## src/common/flash_ident_pkg.sv

```systemverilog
package flash_ident_pkg;
    // Address field positions on the flash address bus (word mode)
    localparam int ADDR_W = 20;
    localparam int A0_BIT = 0;
    localparam int A1_BIT = 1;
    localparam int A6_BIT = 6;
    localparam int SECT_LSB = 12;
    localparam int SECT_W = 8;
    localparam int NUM_SECTORS = 35;
    localparam int SECT_IDX_W = 6;
    // Clock rate and pin timing
    localparam int CLK_MHZ = 10;
    localparam int T_ACC_NS = 100;
    localparam int T_ACC_CYC = (T_ACC_NS * CLK_MHZ + 999) / 1000 + 1;
    localparam int T_WP_NS = 100;
    localparam int T_WP_CYC = (T_WP_NS * CLK_MHZ + 999) / 1000 + 1;
    localparam int CNT_W = 8;
    // Identifier select codes on address lines one and zero
    localparam logic [1:0] SEL_MAKER = 2'h0;
    localparam logic [1:0] SEL_DEVICE = 2'h1;
    localparam logic [1:0] SEL_PROTECT = 2'h2;
    // Protection status values on the low data byte
    localparam logic [7:0] PROT_CLEAR = 8'h00;
    localparam logic [7:0] PROT_SET = 8'h01;
    // Job opcodes
    localparam logic [1:0] OP_READ_ID = 2'h0;
    localparam logic [1:0] OP_PROTECT = 2'h1;
    localparam logic [1:0] OP_UNPROTECT = 2'h2;
    localparam logic [1:0] OP_TEMP = 2'h3;
    // Controller states
    typedef enum logic [5:0] {
        ST_IDLE  = 6'h01,
        ST_SETUP = 6'h02,
        ST_READ  = 6'h04,
        ST_WRITE = 6'h08,
        ST_SCAN  = 6'h10,
        ST_DONE  = 6'h20
    } state_t;
endpackage

```

## src/logic/flash_ident_host.sv

```systemverilog
// What this block does
// - Hold high voltage on line nine during identifier read jobs only
// - Lines one, zero pick identifier with six low
// - Sector address on top address lines
// - Protect uses reset high voltage, bus cycles
// - Protect all sectors before first unprotect
// - Alternate method needs line nine, OE high; not used here, hv_oe_ff kept low
module flash_ident_host #(
    parameter int NSECT = flash_ident_pkg::NUM_SECTORS,
    parameter int ACC_CYC = flash_ident_pkg::T_ACC_CYC,
    parameter int WP_CYC = flash_ident_pkg::T_WP_CYC
) (
    // Clock and reset
    input wire logic mclk,
    input wire logic rstn,
    // Job request
    input wire logic job_valid,
    output logic job_ready,
    input wire logic [1:0] job_op,
    input wire logic [1:0] job_sel,
    input wire logic [flash_ident_pkg::SECT_W-1:0] job_sector,
    input wire logic [flash_ident_pkg::SECT_IDX_W-1:0] job_index,
    // Job answer
    output logic done_ff,
    output logic [7:0] id_data_ff,
    output logic shadow_prot_ff,
    // Flash bus pins
    output logic ce_n_ff,
    output logic oe_n_ff,
    output logic we_n_ff,
    output logic [flash_ident_pkg::ADDR_W-1:0] addr_ff,
    input wire logic [7:0] low_data_byte_in,
    output logic [7:0] low_data_byte_out_ff,
    output logic low_data_byte_oe_ff,
    // High voltage switch controls
    output logic hv_line_nine_ff,
    output logic hv_reset_ff,
    output logic hv_oe_ff
);
    // Controller state and counters
    flash_ident_pkg::state_t state_ff;
    flash_ident_pkg::state_t nxt_state;
    logic [flash_ident_pkg::CNT_W-1:0] cnt_ff;
    logic [1:0] op_ff;
    logic [flash_ident_pkg::SECT_IDX_W-1:0] idx_ff;
    logic [1:0] sel_ff; // Identifier select latched with the job
    // Sectors last known protected, one bit each
    logic [NSECT-1:0] prot_known_ff;
    // Two-flop synchroniser on the data pins
    logic [7:0] din_meta_ff;
    logic [7:0] din_sync_ff;

    // Address word: identifier select with line six low, sector on top lines
    function automatic logic [flash_ident_pkg::ADDR_W-1:0] id_addr(
        input logic [1:0] sel, input logic [flash_ident_pkg::SECT_W-1:0] sect);
        logic [flash_ident_pkg::ADDR_W-1:0] a;
        a = '0;
        a[flash_ident_pkg::A0_BIT] = sel[0];
        a[flash_ident_pkg::A1_BIT] = sel[1];
        a[flash_ident_pkg::A6_BIT] = 1'b0;
        a[flash_ident_pkg::SECT_LSB +: flash_ident_pkg::SECT_W] = sect;
        return a;
    endfunction

    // Decode of phase and counter terms
    wire logic cnt_zero = (cnt_ff == '0);
    wire logic is_write_op = (op_ff == flash_ident_pkg::OP_PROTECT) || (op_ff == flash_ident_pkg::OP_UNPROTECT);
    wire logic is_temp = (op_ff == flash_ident_pkg::OP_TEMP);
    wire logic is_read = (op_ff == flash_ident_pkg::OP_READ_ID);
    wire logic take_job = job_valid && (state_ff == flash_ident_pkg::ST_IDLE);
    wire logic [7:0] status_byte = din_sync_ff;
    wire logic prot_bit = (status_byte == flash_ident_pkg::PROT_SET);
    // Latched select, so a host changing job_sel mid-job cannot corrupt the shadow
    wire logic status_read = is_read && (sel_ff == flash_ident_pkg::SEL_PROTECT);
    wire logic shadow_wr = (state_ff == flash_ident_pkg::ST_READ) && cnt_zero && status_read;
    // Unprotect is held back until every sector is known protected
    wire logic unprot_blocked = (op_ff == flash_ident_pkg::OP_UNPROTECT) && !(&prot_known_ff);
    // Slots past the last sector are not tracked
    wire logic sect_in_range = (32'(idx_ff) < NSECT);

    assign job_ready = (state_ff == flash_ident_pkg::ST_IDLE);

    // Pin synchroniser: first stage feeds only the second
    always_ff @(posedge mclk or negedge rstn) begin
        if (!rstn) begin
            din_meta_ff <= 8'h00;
            din_sync_ff <= 8'h00;
        end else begin
            din_meta_ff <= low_data_byte_in;
            din_sync_ff <= din_meta_ff;
        end
    end

    // Next state
    always_comb begin
        nxt_state = state_ff;
        case (state_ff)
            flash_ident_pkg::ST_IDLE: if (job_valid) nxt_state = flash_ident_pkg::ST_SETUP;
            flash_ident_pkg::ST_SETUP: begin
                if (cnt_zero) begin
                    if (is_temp) nxt_state = flash_ident_pkg::ST_SCAN;
                    else if (unprot_blocked) nxt_state = flash_ident_pkg::ST_DONE;
                    else if (is_write_op) nxt_state = flash_ident_pkg::ST_WRITE;
                    else nxt_state = flash_ident_pkg::ST_READ;
                end
            end
            flash_ident_pkg::ST_WRITE: if (cnt_zero) nxt_state = flash_ident_pkg::ST_READ;
            flash_ident_pkg::ST_READ: if (cnt_zero) nxt_state = flash_ident_pkg::ST_DONE;
            // Temporary unprotect window held until job_valid drops
            flash_ident_pkg::ST_SCAN: if (!job_valid) nxt_state = flash_ident_pkg::ST_DONE;
            flash_ident_pkg::ST_DONE: nxt_state = flash_ident_pkg::ST_IDLE;
            default: nxt_state = flash_ident_pkg::ST_IDLE;
        endcase
    end

    // State, counter and latched job
    always_ff @(posedge mclk or negedge rstn) begin
        if (!rstn) begin
            state_ff <= flash_ident_pkg::ST_IDLE;
            cnt_ff <= '0;
            op_ff <= flash_ident_pkg::OP_READ_ID;
            idx_ff <= '0;
            sel_ff <= flash_ident_pkg::SEL_MAKER;
        end else begin
            state_ff <= nxt_state;
            if (take_job) begin
                op_ff <= job_op;
                idx_ff <= job_index;
                sel_ff <= job_sel;
                cnt_ff <= flash_ident_pkg::CNT_W'(ACC_CYC);
            end else if (nxt_state != state_ff) begin
                cnt_ff <= (nxt_state == flash_ident_pkg::ST_WRITE) ? flash_ident_pkg::CNT_W'(WP_CYC)
                                                                   : flash_ident_pkg::CNT_W'(ACC_CYC);
            end else if (!cnt_zero) begin
                cnt_ff <= cnt_ff - 1'b1;
            end
        end
    end

    // Protection bookkeeping: protect writes set it, unprotect clears, status reads load the bit read
    always_ff @(posedge mclk or negedge rstn) begin
        if (!rstn) begin
            prot_known_ff <= '0;
        end else if (sect_in_range) begin
            if ((state_ff == flash_ident_pkg::ST_WRITE) && cnt_zero) begin
                prot_known_ff[idx_ff] <= (op_ff == flash_ident_pkg::OP_PROTECT);
            end else if (shadow_wr) begin
                prot_known_ff[idx_ff] <= prot_bit;
            end
        end
    end

    // Flash pins; high voltage only on the pins each method names
    always_ff @(posedge mclk or negedge rstn) begin
        if (!rstn) begin
            ce_n_ff <= 1'b1;
            oe_n_ff <= 1'b1;
            we_n_ff <= 1'b1;
            addr_ff <= '0;
            low_data_byte_out_ff <= 8'h00;
            low_data_byte_oe_ff <= 1'b0;
            hv_line_nine_ff <= 1'b0;
            hv_reset_ff <= 1'b0;
            hv_oe_ff <= 1'b0;
        end else begin
            if (take_job) begin
                addr_ff <= id_addr(job_sel, job_sector);
                hv_line_nine_ff <= (job_op == flash_ident_pkg::OP_READ_ID);
                // Primary method and temporary unprotect raise only the reset pin
                hv_reset_ff <= (job_op != flash_ident_pkg::OP_READ_ID);
                hv_oe_ff <= 1'b0;
            end
            ce_n_ff <= (nxt_state == flash_ident_pkg::ST_IDLE) || (nxt_state == flash_ident_pkg::ST_DONE)
                       || (nxt_state == flash_ident_pkg::ST_SCAN);
            oe_n_ff <= (nxt_state != flash_ident_pkg::ST_READ);
            we_n_ff <= (nxt_state != flash_ident_pkg::ST_WRITE);
            low_data_byte_oe_ff <= (nxt_state == flash_ident_pkg::ST_WRITE);
            low_data_byte_out_ff <= (op_ff == flash_ident_pkg::OP_UNPROTECT) ? flash_ident_pkg::PROT_CLEAR
                                                                               : flash_ident_pkg::PROT_SET;
            if (nxt_state == flash_ident_pkg::ST_IDLE) begin
                // Removing high voltage ends temporary unprotect
                hv_line_nine_ff <= 1'b0;
                hv_reset_ff <= 1'b0;
            end
        end
    end

    // Answer byte captured at end of read strobe
    always_ff @(posedge mclk or negedge rstn) begin
        if (!rstn) begin
            id_data_ff <= 8'h00;
            done_ff <= 1'b0;
        end else begin
            done_ff <= (state_ff == flash_ident_pkg::ST_DONE);
            if ((state_ff == flash_ident_pkg::ST_READ) && cnt_zero) begin
                id_data_ff <= status_byte;
            end
        end
    end

    // Shadow of per-sector protection, last seen
    prot_shadow_mem #(.DEPTH(NSECT), .AW(flash_ident_pkg::SECT_IDX_W)) u_shadow (
        .mclk(mclk),
        .wr_en(shadow_wr),
        .wr_addr(idx_ff),
        .wr_data(prot_bit),
        .rd_addr(job_index),
        .rd_data_ff(shadow_prot_ff)
    );

    // Checks
    a_we_oe_excl: assert property (@(posedge mclk) disable iff (!rstn)
        !(!we_n_ff && !oe_n_ff)) else $error("write and read strobes overlap");
    a_hv_read: assert property (@(posedge mclk) disable iff (!rstn)
        (!oe_n_ff && is_read) |-> hv_line_nine_ff && !hv_reset_ff) else $error("identification voltage wrong");
    a_hv_oe_off: assert property (@(posedge mclk) disable iff (!rstn)
        !hv_oe_ff) else $error("alternate method used");
    a_line_six_low: assert property (@(posedge mclk) disable iff (!rstn)
        !ce_n_ff |-> !addr_ff[flash_ident_pkg::A6_BIT]) else $error("line six high in identification");
    a_hv_released: assert property (@(posedge mclk) disable iff (!rstn)
        (state_ff == flash_ident_pkg::ST_IDLE) ##1 (state_ff == flash_ident_pkg::ST_IDLE)
        |-> !hv_reset_ff) else $error("reset high voltage left on");
    a_temp_hold: assert property (@(posedge mclk) disable iff (!rstn)
        (state_ff == flash_ident_pkg::ST_SCAN) |-> hv_reset_ff && ce_n_ff) else $error("temporary window lost");
    a_done_pulse: assert property (@(posedge mclk) disable iff (!rstn)
        done_ff |=> !done_ff) else $error("done longer than a cycle");
    a_read_len: assert property (@(posedge mclk) disable iff (!rstn)
        $fell(oe_n_ff) |-> !oe_n_ff [*2]) else $error("read strobe too short");
    a_data_drive: assert property (@(posedge mclk) disable iff (!rstn)
        low_data_byte_oe_ff == !we_n_ff) else $error("data drive outside write strobe");
    c_read_id: cover property (@(posedge mclk) disable iff (!rstn) take_job && is_read ##[1:20] done_ff);
    c_protect: cover property (@(posedge mclk) disable iff (!rstn) $fell(we_n_ff));
    c_temp: cover property (@(posedge mclk) disable iff (!rstn) state_ff == flash_ident_pkg::ST_SCAN);
endmodule

```

## src/logic/prot_shadow_mem.sv

```systemverilog
// Small per-sector memory holding the last read protection status
module prot_shadow_mem #(
    parameter int DEPTH = 35,
    parameter int AW = 6
) (
    // Clock
    input wire logic mclk,
    // Write port
    input wire logic wr_en,
    input wire logic [AW-1:0] wr_addr,
    input wire logic wr_data,
    // Registered read port
    input wire logic [AW-1:0] rd_addr,
    output logic rd_data_ff
);
    // Storage; contents undefined until first status read
    logic mem [DEPTH];

    // Write and registered read
    always_ff @(posedge mclk) begin
        if (wr_en) begin
            mem[wr_addr] <= wr_data;
        end
        rd_data_ff <= mem[rd_addr];
    end
endmodule
```

## config.mk

```make
export PLATFORM = sky130hd
export DESIGN_NAME = flash_ident_host
export DESIGN_NICKNAME = d
export VERILOG_FILES = /design/src/common/flash_ident_pkg.sv /design/src/logic/flash_ident_host.sv /design/src/logic/prot_shadow_mem.sv
export SDC_FILE = /design/constraint.sdc
export NUM_CORES = 1
export LEC_CHECK = 0
export ABC_AREA = 1
export BUFFER_PORTS_ARGS = -buffer_cell sky130_fd_sc_hd__buf_4
export CORE_MARGIN = 4
export CORE_UTILIZATION = 55
export CTS_CLUSTER_DIAMETER = 30
export DETAILED_ROUTE_END_ITERATION = 10
export PLACE_DENSITY = 0.71
export SYNTH_ARGS = -nofsm -noshare
export SYNTH_HDL_FRONTEND = slang
export SYNTH_HIERARCHICAL = 1
export SYNTH_SLANG_ARGS = --single-unit
```

## constraint.sdc

```tcl
create_clock -name mclk -period 4.2 [get_ports mclk]
set_clock_uncertainty 0.15 [all_clocks]
set_input_delay 0.63 -clock mclk [delete_from_list [all_inputs] [get_ports mclk]]
set_output_delay 0.63 -clock mclk [all_outputs]
set_load 0.01 [all_outputs]
```

==> results.json <==
{
  "maxSlewViolCount": 0,
  "reg2reg_from": "cnt_ff[0]$_DFFE_PN0P_",
  "firstDrtPassIters": 5,
  "num_vias": 6307,
  "min_to": "din_meta_ff[6]$_DFF_PN0_",
  "min_period_ns": 2.74,
  "die-area_um2": 15100,
  "syn_inst": 984,
  "multi_input_area_um2": 3070,
  "final_util_pct": 65.2,
  "critPathMaxFanout": 37,
  "internal-power_mw": 2.76,
  "arrival_ns": 2.94,
  "async_reset_ff_share_pct": 73.3,
  "clock_latency_ns": 0.42,
  "netlist_top_cells_area": "dfrtp_1 33%, nand2_1 18%, edfxtp_1 14%, nand3_1 8.9%, nor2_1 7.9%",
  "synth_area_leader_cell": "dfrtp_1",
  "worstReg2RegEnd": "prot_known_ff[20]$_DFFE_PN0P_",
  "numPlacedInstances": 1188,
  "cts_made_buffers": 17,
  "synth.most_common_cell": "nand2_1",
  "crit_chain": "inv_1 > ha_1 > nand3_1 > nor2_4 > nand2_1 > buf_4 > a21boi_4 > nand3_1 > nand2_1",
  "fin_cells": 1221,
  "synthesis.area_um2": 7250,
  "cp.required_ns": 4.41,
  "diodes": 0,
  "synth.distinct_cells": 36,
  "n_fill_cell": 1151,
  "gr-total-overflow": 0,
  "globalplace.congestion": 0.868,
  "hold_path.class": "primary input to flop",
  "synth_top_area_share_pct": 32.8,
  "grt.total_usage_pct": 24.2,
  "start_util_pct": 56.8,
  "cts_tree": "built",
  "drv_cap": 0,
  "cts-root-buf": "clkbuf_16",
  "yosysWarnings": 6,
  "grt_pass1_wl_um": 28600,
  "dpl_cell_area_um2": 7680,
  "dpl_worst_slack_ns": 1.51,
  "dieWidth_um": 123,
  "first_iter_violations": 684,
  "fin_area_um2": 8320,
  "coreArea_um2": 12800,
  "seq_power_share_pct": 38.1,
  "timing.final.ws_setup_ns": 1.46,
  "hold_ws_ns": 0.161,
  "synth_common_cells": "352 x nand2_1, 152 x nor2_1, 129 x nand3_1",
  "cpMaxStageDelayCell": "a21boi_4",
  "drcViolationCount": 0,
  "ys_seq_area_share_pct": 49.0,
  "grt_pass1_vias": 5806,
  "power_frac_comb_pct": 25.7,
  "fin_total_pwr_mw": 4.26,
  "drive_gt1_share_pct": 11.5,
  "reg2regPathDepth": 9,
  "seqCellArea_um2": 3550,
  "clock_sinks": 135,
  "rsz0062_at_grt": "false",
  "whs_path_depth": 1,
  "fin_crit_sh_pct": 65.2,
  "dieHeight_um": 123,
  "critPathLaunchType": "flop",
  "ant_nets": 0,
  "placementRows": 41,
  "vdd_drop_max_uv": 411,
  "switchingPower_mw": 1.49,
  "grt_max_degree": 38,
  "synth_enable_flop_cells": 35,
  "p_leak_nw": 4.25,
  "antenna_found_initial": 0,
  "clk_path_buf_depth": 2,
  "wl_per_cell_um": 14.0,
  "io_buffers": 56,
  "clk_pin_slew_ns": 0.06,
  "max_stage_delay_ns": 0.83,
  "syn2layout_area_growth_pct": 14.8,
  "viasPerCell": 5.17,
  "ys.flop_type": "dfrtp_1",
  "tightestPinTransition_ns": 1.17,
  "syn_area_per_cell_um2": 7.37,
  "hold_viol": 0,
  "r2r_slack_ns": 1.46,
  "p_clk_share_pct": 36.2,
  "timing.setup.tns_ns": 0,
  "io_pins": 75,
  "h-tree-depth": 4,
  "netSwitchingFraction_pct": 35.1,
  "p_per_area_nw_per_um2": 512,
  "fmax_mhz": 365,
  "totalWireLength_um": 17000,
  "nNetsFinal": 1066,
  "hpwl_um": 11100,
  "ys_seq_elements": 135,
  "status": "complete, no violations",
  "max-slew-margin-rel_pct": 21.1,
  "worst-setup-path-type": "flop to flop",
  "min_from": "low_data_byte_in[6]",
  "setup_viol": 0,
  "end_kind": "flop"
}
## worst max path at each step
| stage | from | endpoint | slack [ns] | depth (start not counted) |
|---|---|---|---|---|
| 6_report | cnt_ff[0]$_DFFE_PN0P_ | prot_known_ff[20]$_DFFE_PN0P_ | 1.46 | 9 |
| 5_1_grt | cnt_ff[0]$_DFFE_PN0P_ | prot_known_ff[14]$_DFFE_PN0P_ | 1.27 | 9 |
| 4_1_cts | cnt_ff[0]$_DFFE_PN0P_ | prot_known_ff[5]$_DFFE_PN0P_ | 1.48 | 9 |
| 3_5_place_dp | cnt_ff[0]$_DFFE_PN0P_ | prot_known_ff[5]$_DFFE_PN0P_ | 1.51 | 9 |
| 3_3_place_gp | cnt_ff[0]$_DFFE_PN0P_ | prot_known_ff[5]$_DFFE_PN0P_ | 1.52 | 9 |
| 2_1_floorplan | cnt_ff[0]$_DFFE_PN0P_ | u_shadow/mem[0]$_DFFE_PP_ | 2.08 | 9 |
## layer usage
| layer | wire length, um | vias to the layer above | track usage (%) |
|---|---|---|---|
| met5 | 0 | - | 0 |
| met4 | 303 | 0 | 8.54 |
| met3 | 1020 | 28 | 4.24 |
| met2 | 8030 | 192 | 38.7 |
| met1 | 7690 | 2934 | 33.4 |
| li1 | - | 3153 | - |
## sequential cells by signal, indices dropped and copies added (netlist names), 2 cells and up
name and flops:
din_sync_ff 8, state_ff 6, op_ff 2, din_meta_ff 8, cnt_ff 8, id_data_ff 8
u_shadow/mem 35, addr_ff 9, idx_ff 6, prot_known_ff 35
## area by class of cell
class,instances,share of cell area (%)
flip-flops and latches,135,42.7
multi-input cells,723,36.9
repair buffers,65,5.89
clock inverters,10,1.25
clock buffers,22,6.34
well taps,172,2.59
inverters,94,4.33
## cell usage in the layout (no fill, tap or decap), types with 2 or more instances in the layout
cell       instances
buf_4             64
inv_6              2
xor2_1             2
mux2_2             3
a21oi_1            5
dfstp_2            4
edfxtp_1          35
nor2_1           152
nor2_2             4
nand2_2            7
conb_1            18
o21ai_0           20
dfrtp_1           95
clkinv_4           5
inv_1             91
clkbuf_16         20
nor2_4             2
nor3_1            12
nand3_1          129
nand2_1          352
nand4_1            6
clkbuf_8           2
nand3b_1           3
## worst max-delay path: cells and delay by family, from the launching register on
kind | cells | cell delay, ns
flops | 1 | 0.36
compound gates | 1 | 0.83
buf+inv | 2 | 0.37
fa+ha+maj | 1 | 0.21
simple gates | 5 | 0.73
## power groups by stage
stage / clock network, mW / logic, mW / registers (mW)
2_1_floorplan: 0 / 0.675 / 1.65
4_1_cts: 1.57 / 1.09 / 1.62
5_1_grt: 1.63 / 1.22 / 1.64
3_5_place_dp: 0 / 1.08 / 1.64
3_3_place_gp: 0 / 1.07 / 1.64
6_report: 1.54 / 1.09 / 1.62
## cells by family (layout without fill, tap and decap cells)
| logic type | Yosys count | in the layout | share of synthesized area, % |
|---|---|---|---|
| adder cells (fa/ha/maj) | 1 | 1 | 0.173 |
| XOR/XNOR | 3 | 3 | 0.362 |
| buffers and inverters | 143 | 191 | 9.52 |
| other | 1 | 18 | 0.0517 |
| flip-flops | 135 | 135 | 49.0 |
| multiplexers | 3 | 3 | 0.466 |
| AND/OR/NAND/NOR | 670 | 670 | 38.2 |
| AO/OA/AOI/OAI | 28 | 28 | 2.21 |
## repair_timing
item,in CTS,in global routing
setup endpoints to repair,0,0
setup buffers,0,0
endpoints found under the hold margin,21,0
hold buffers,1,0
gates resized for setup,0,0
Note: power is estimated with default switching activity, not from simulation.
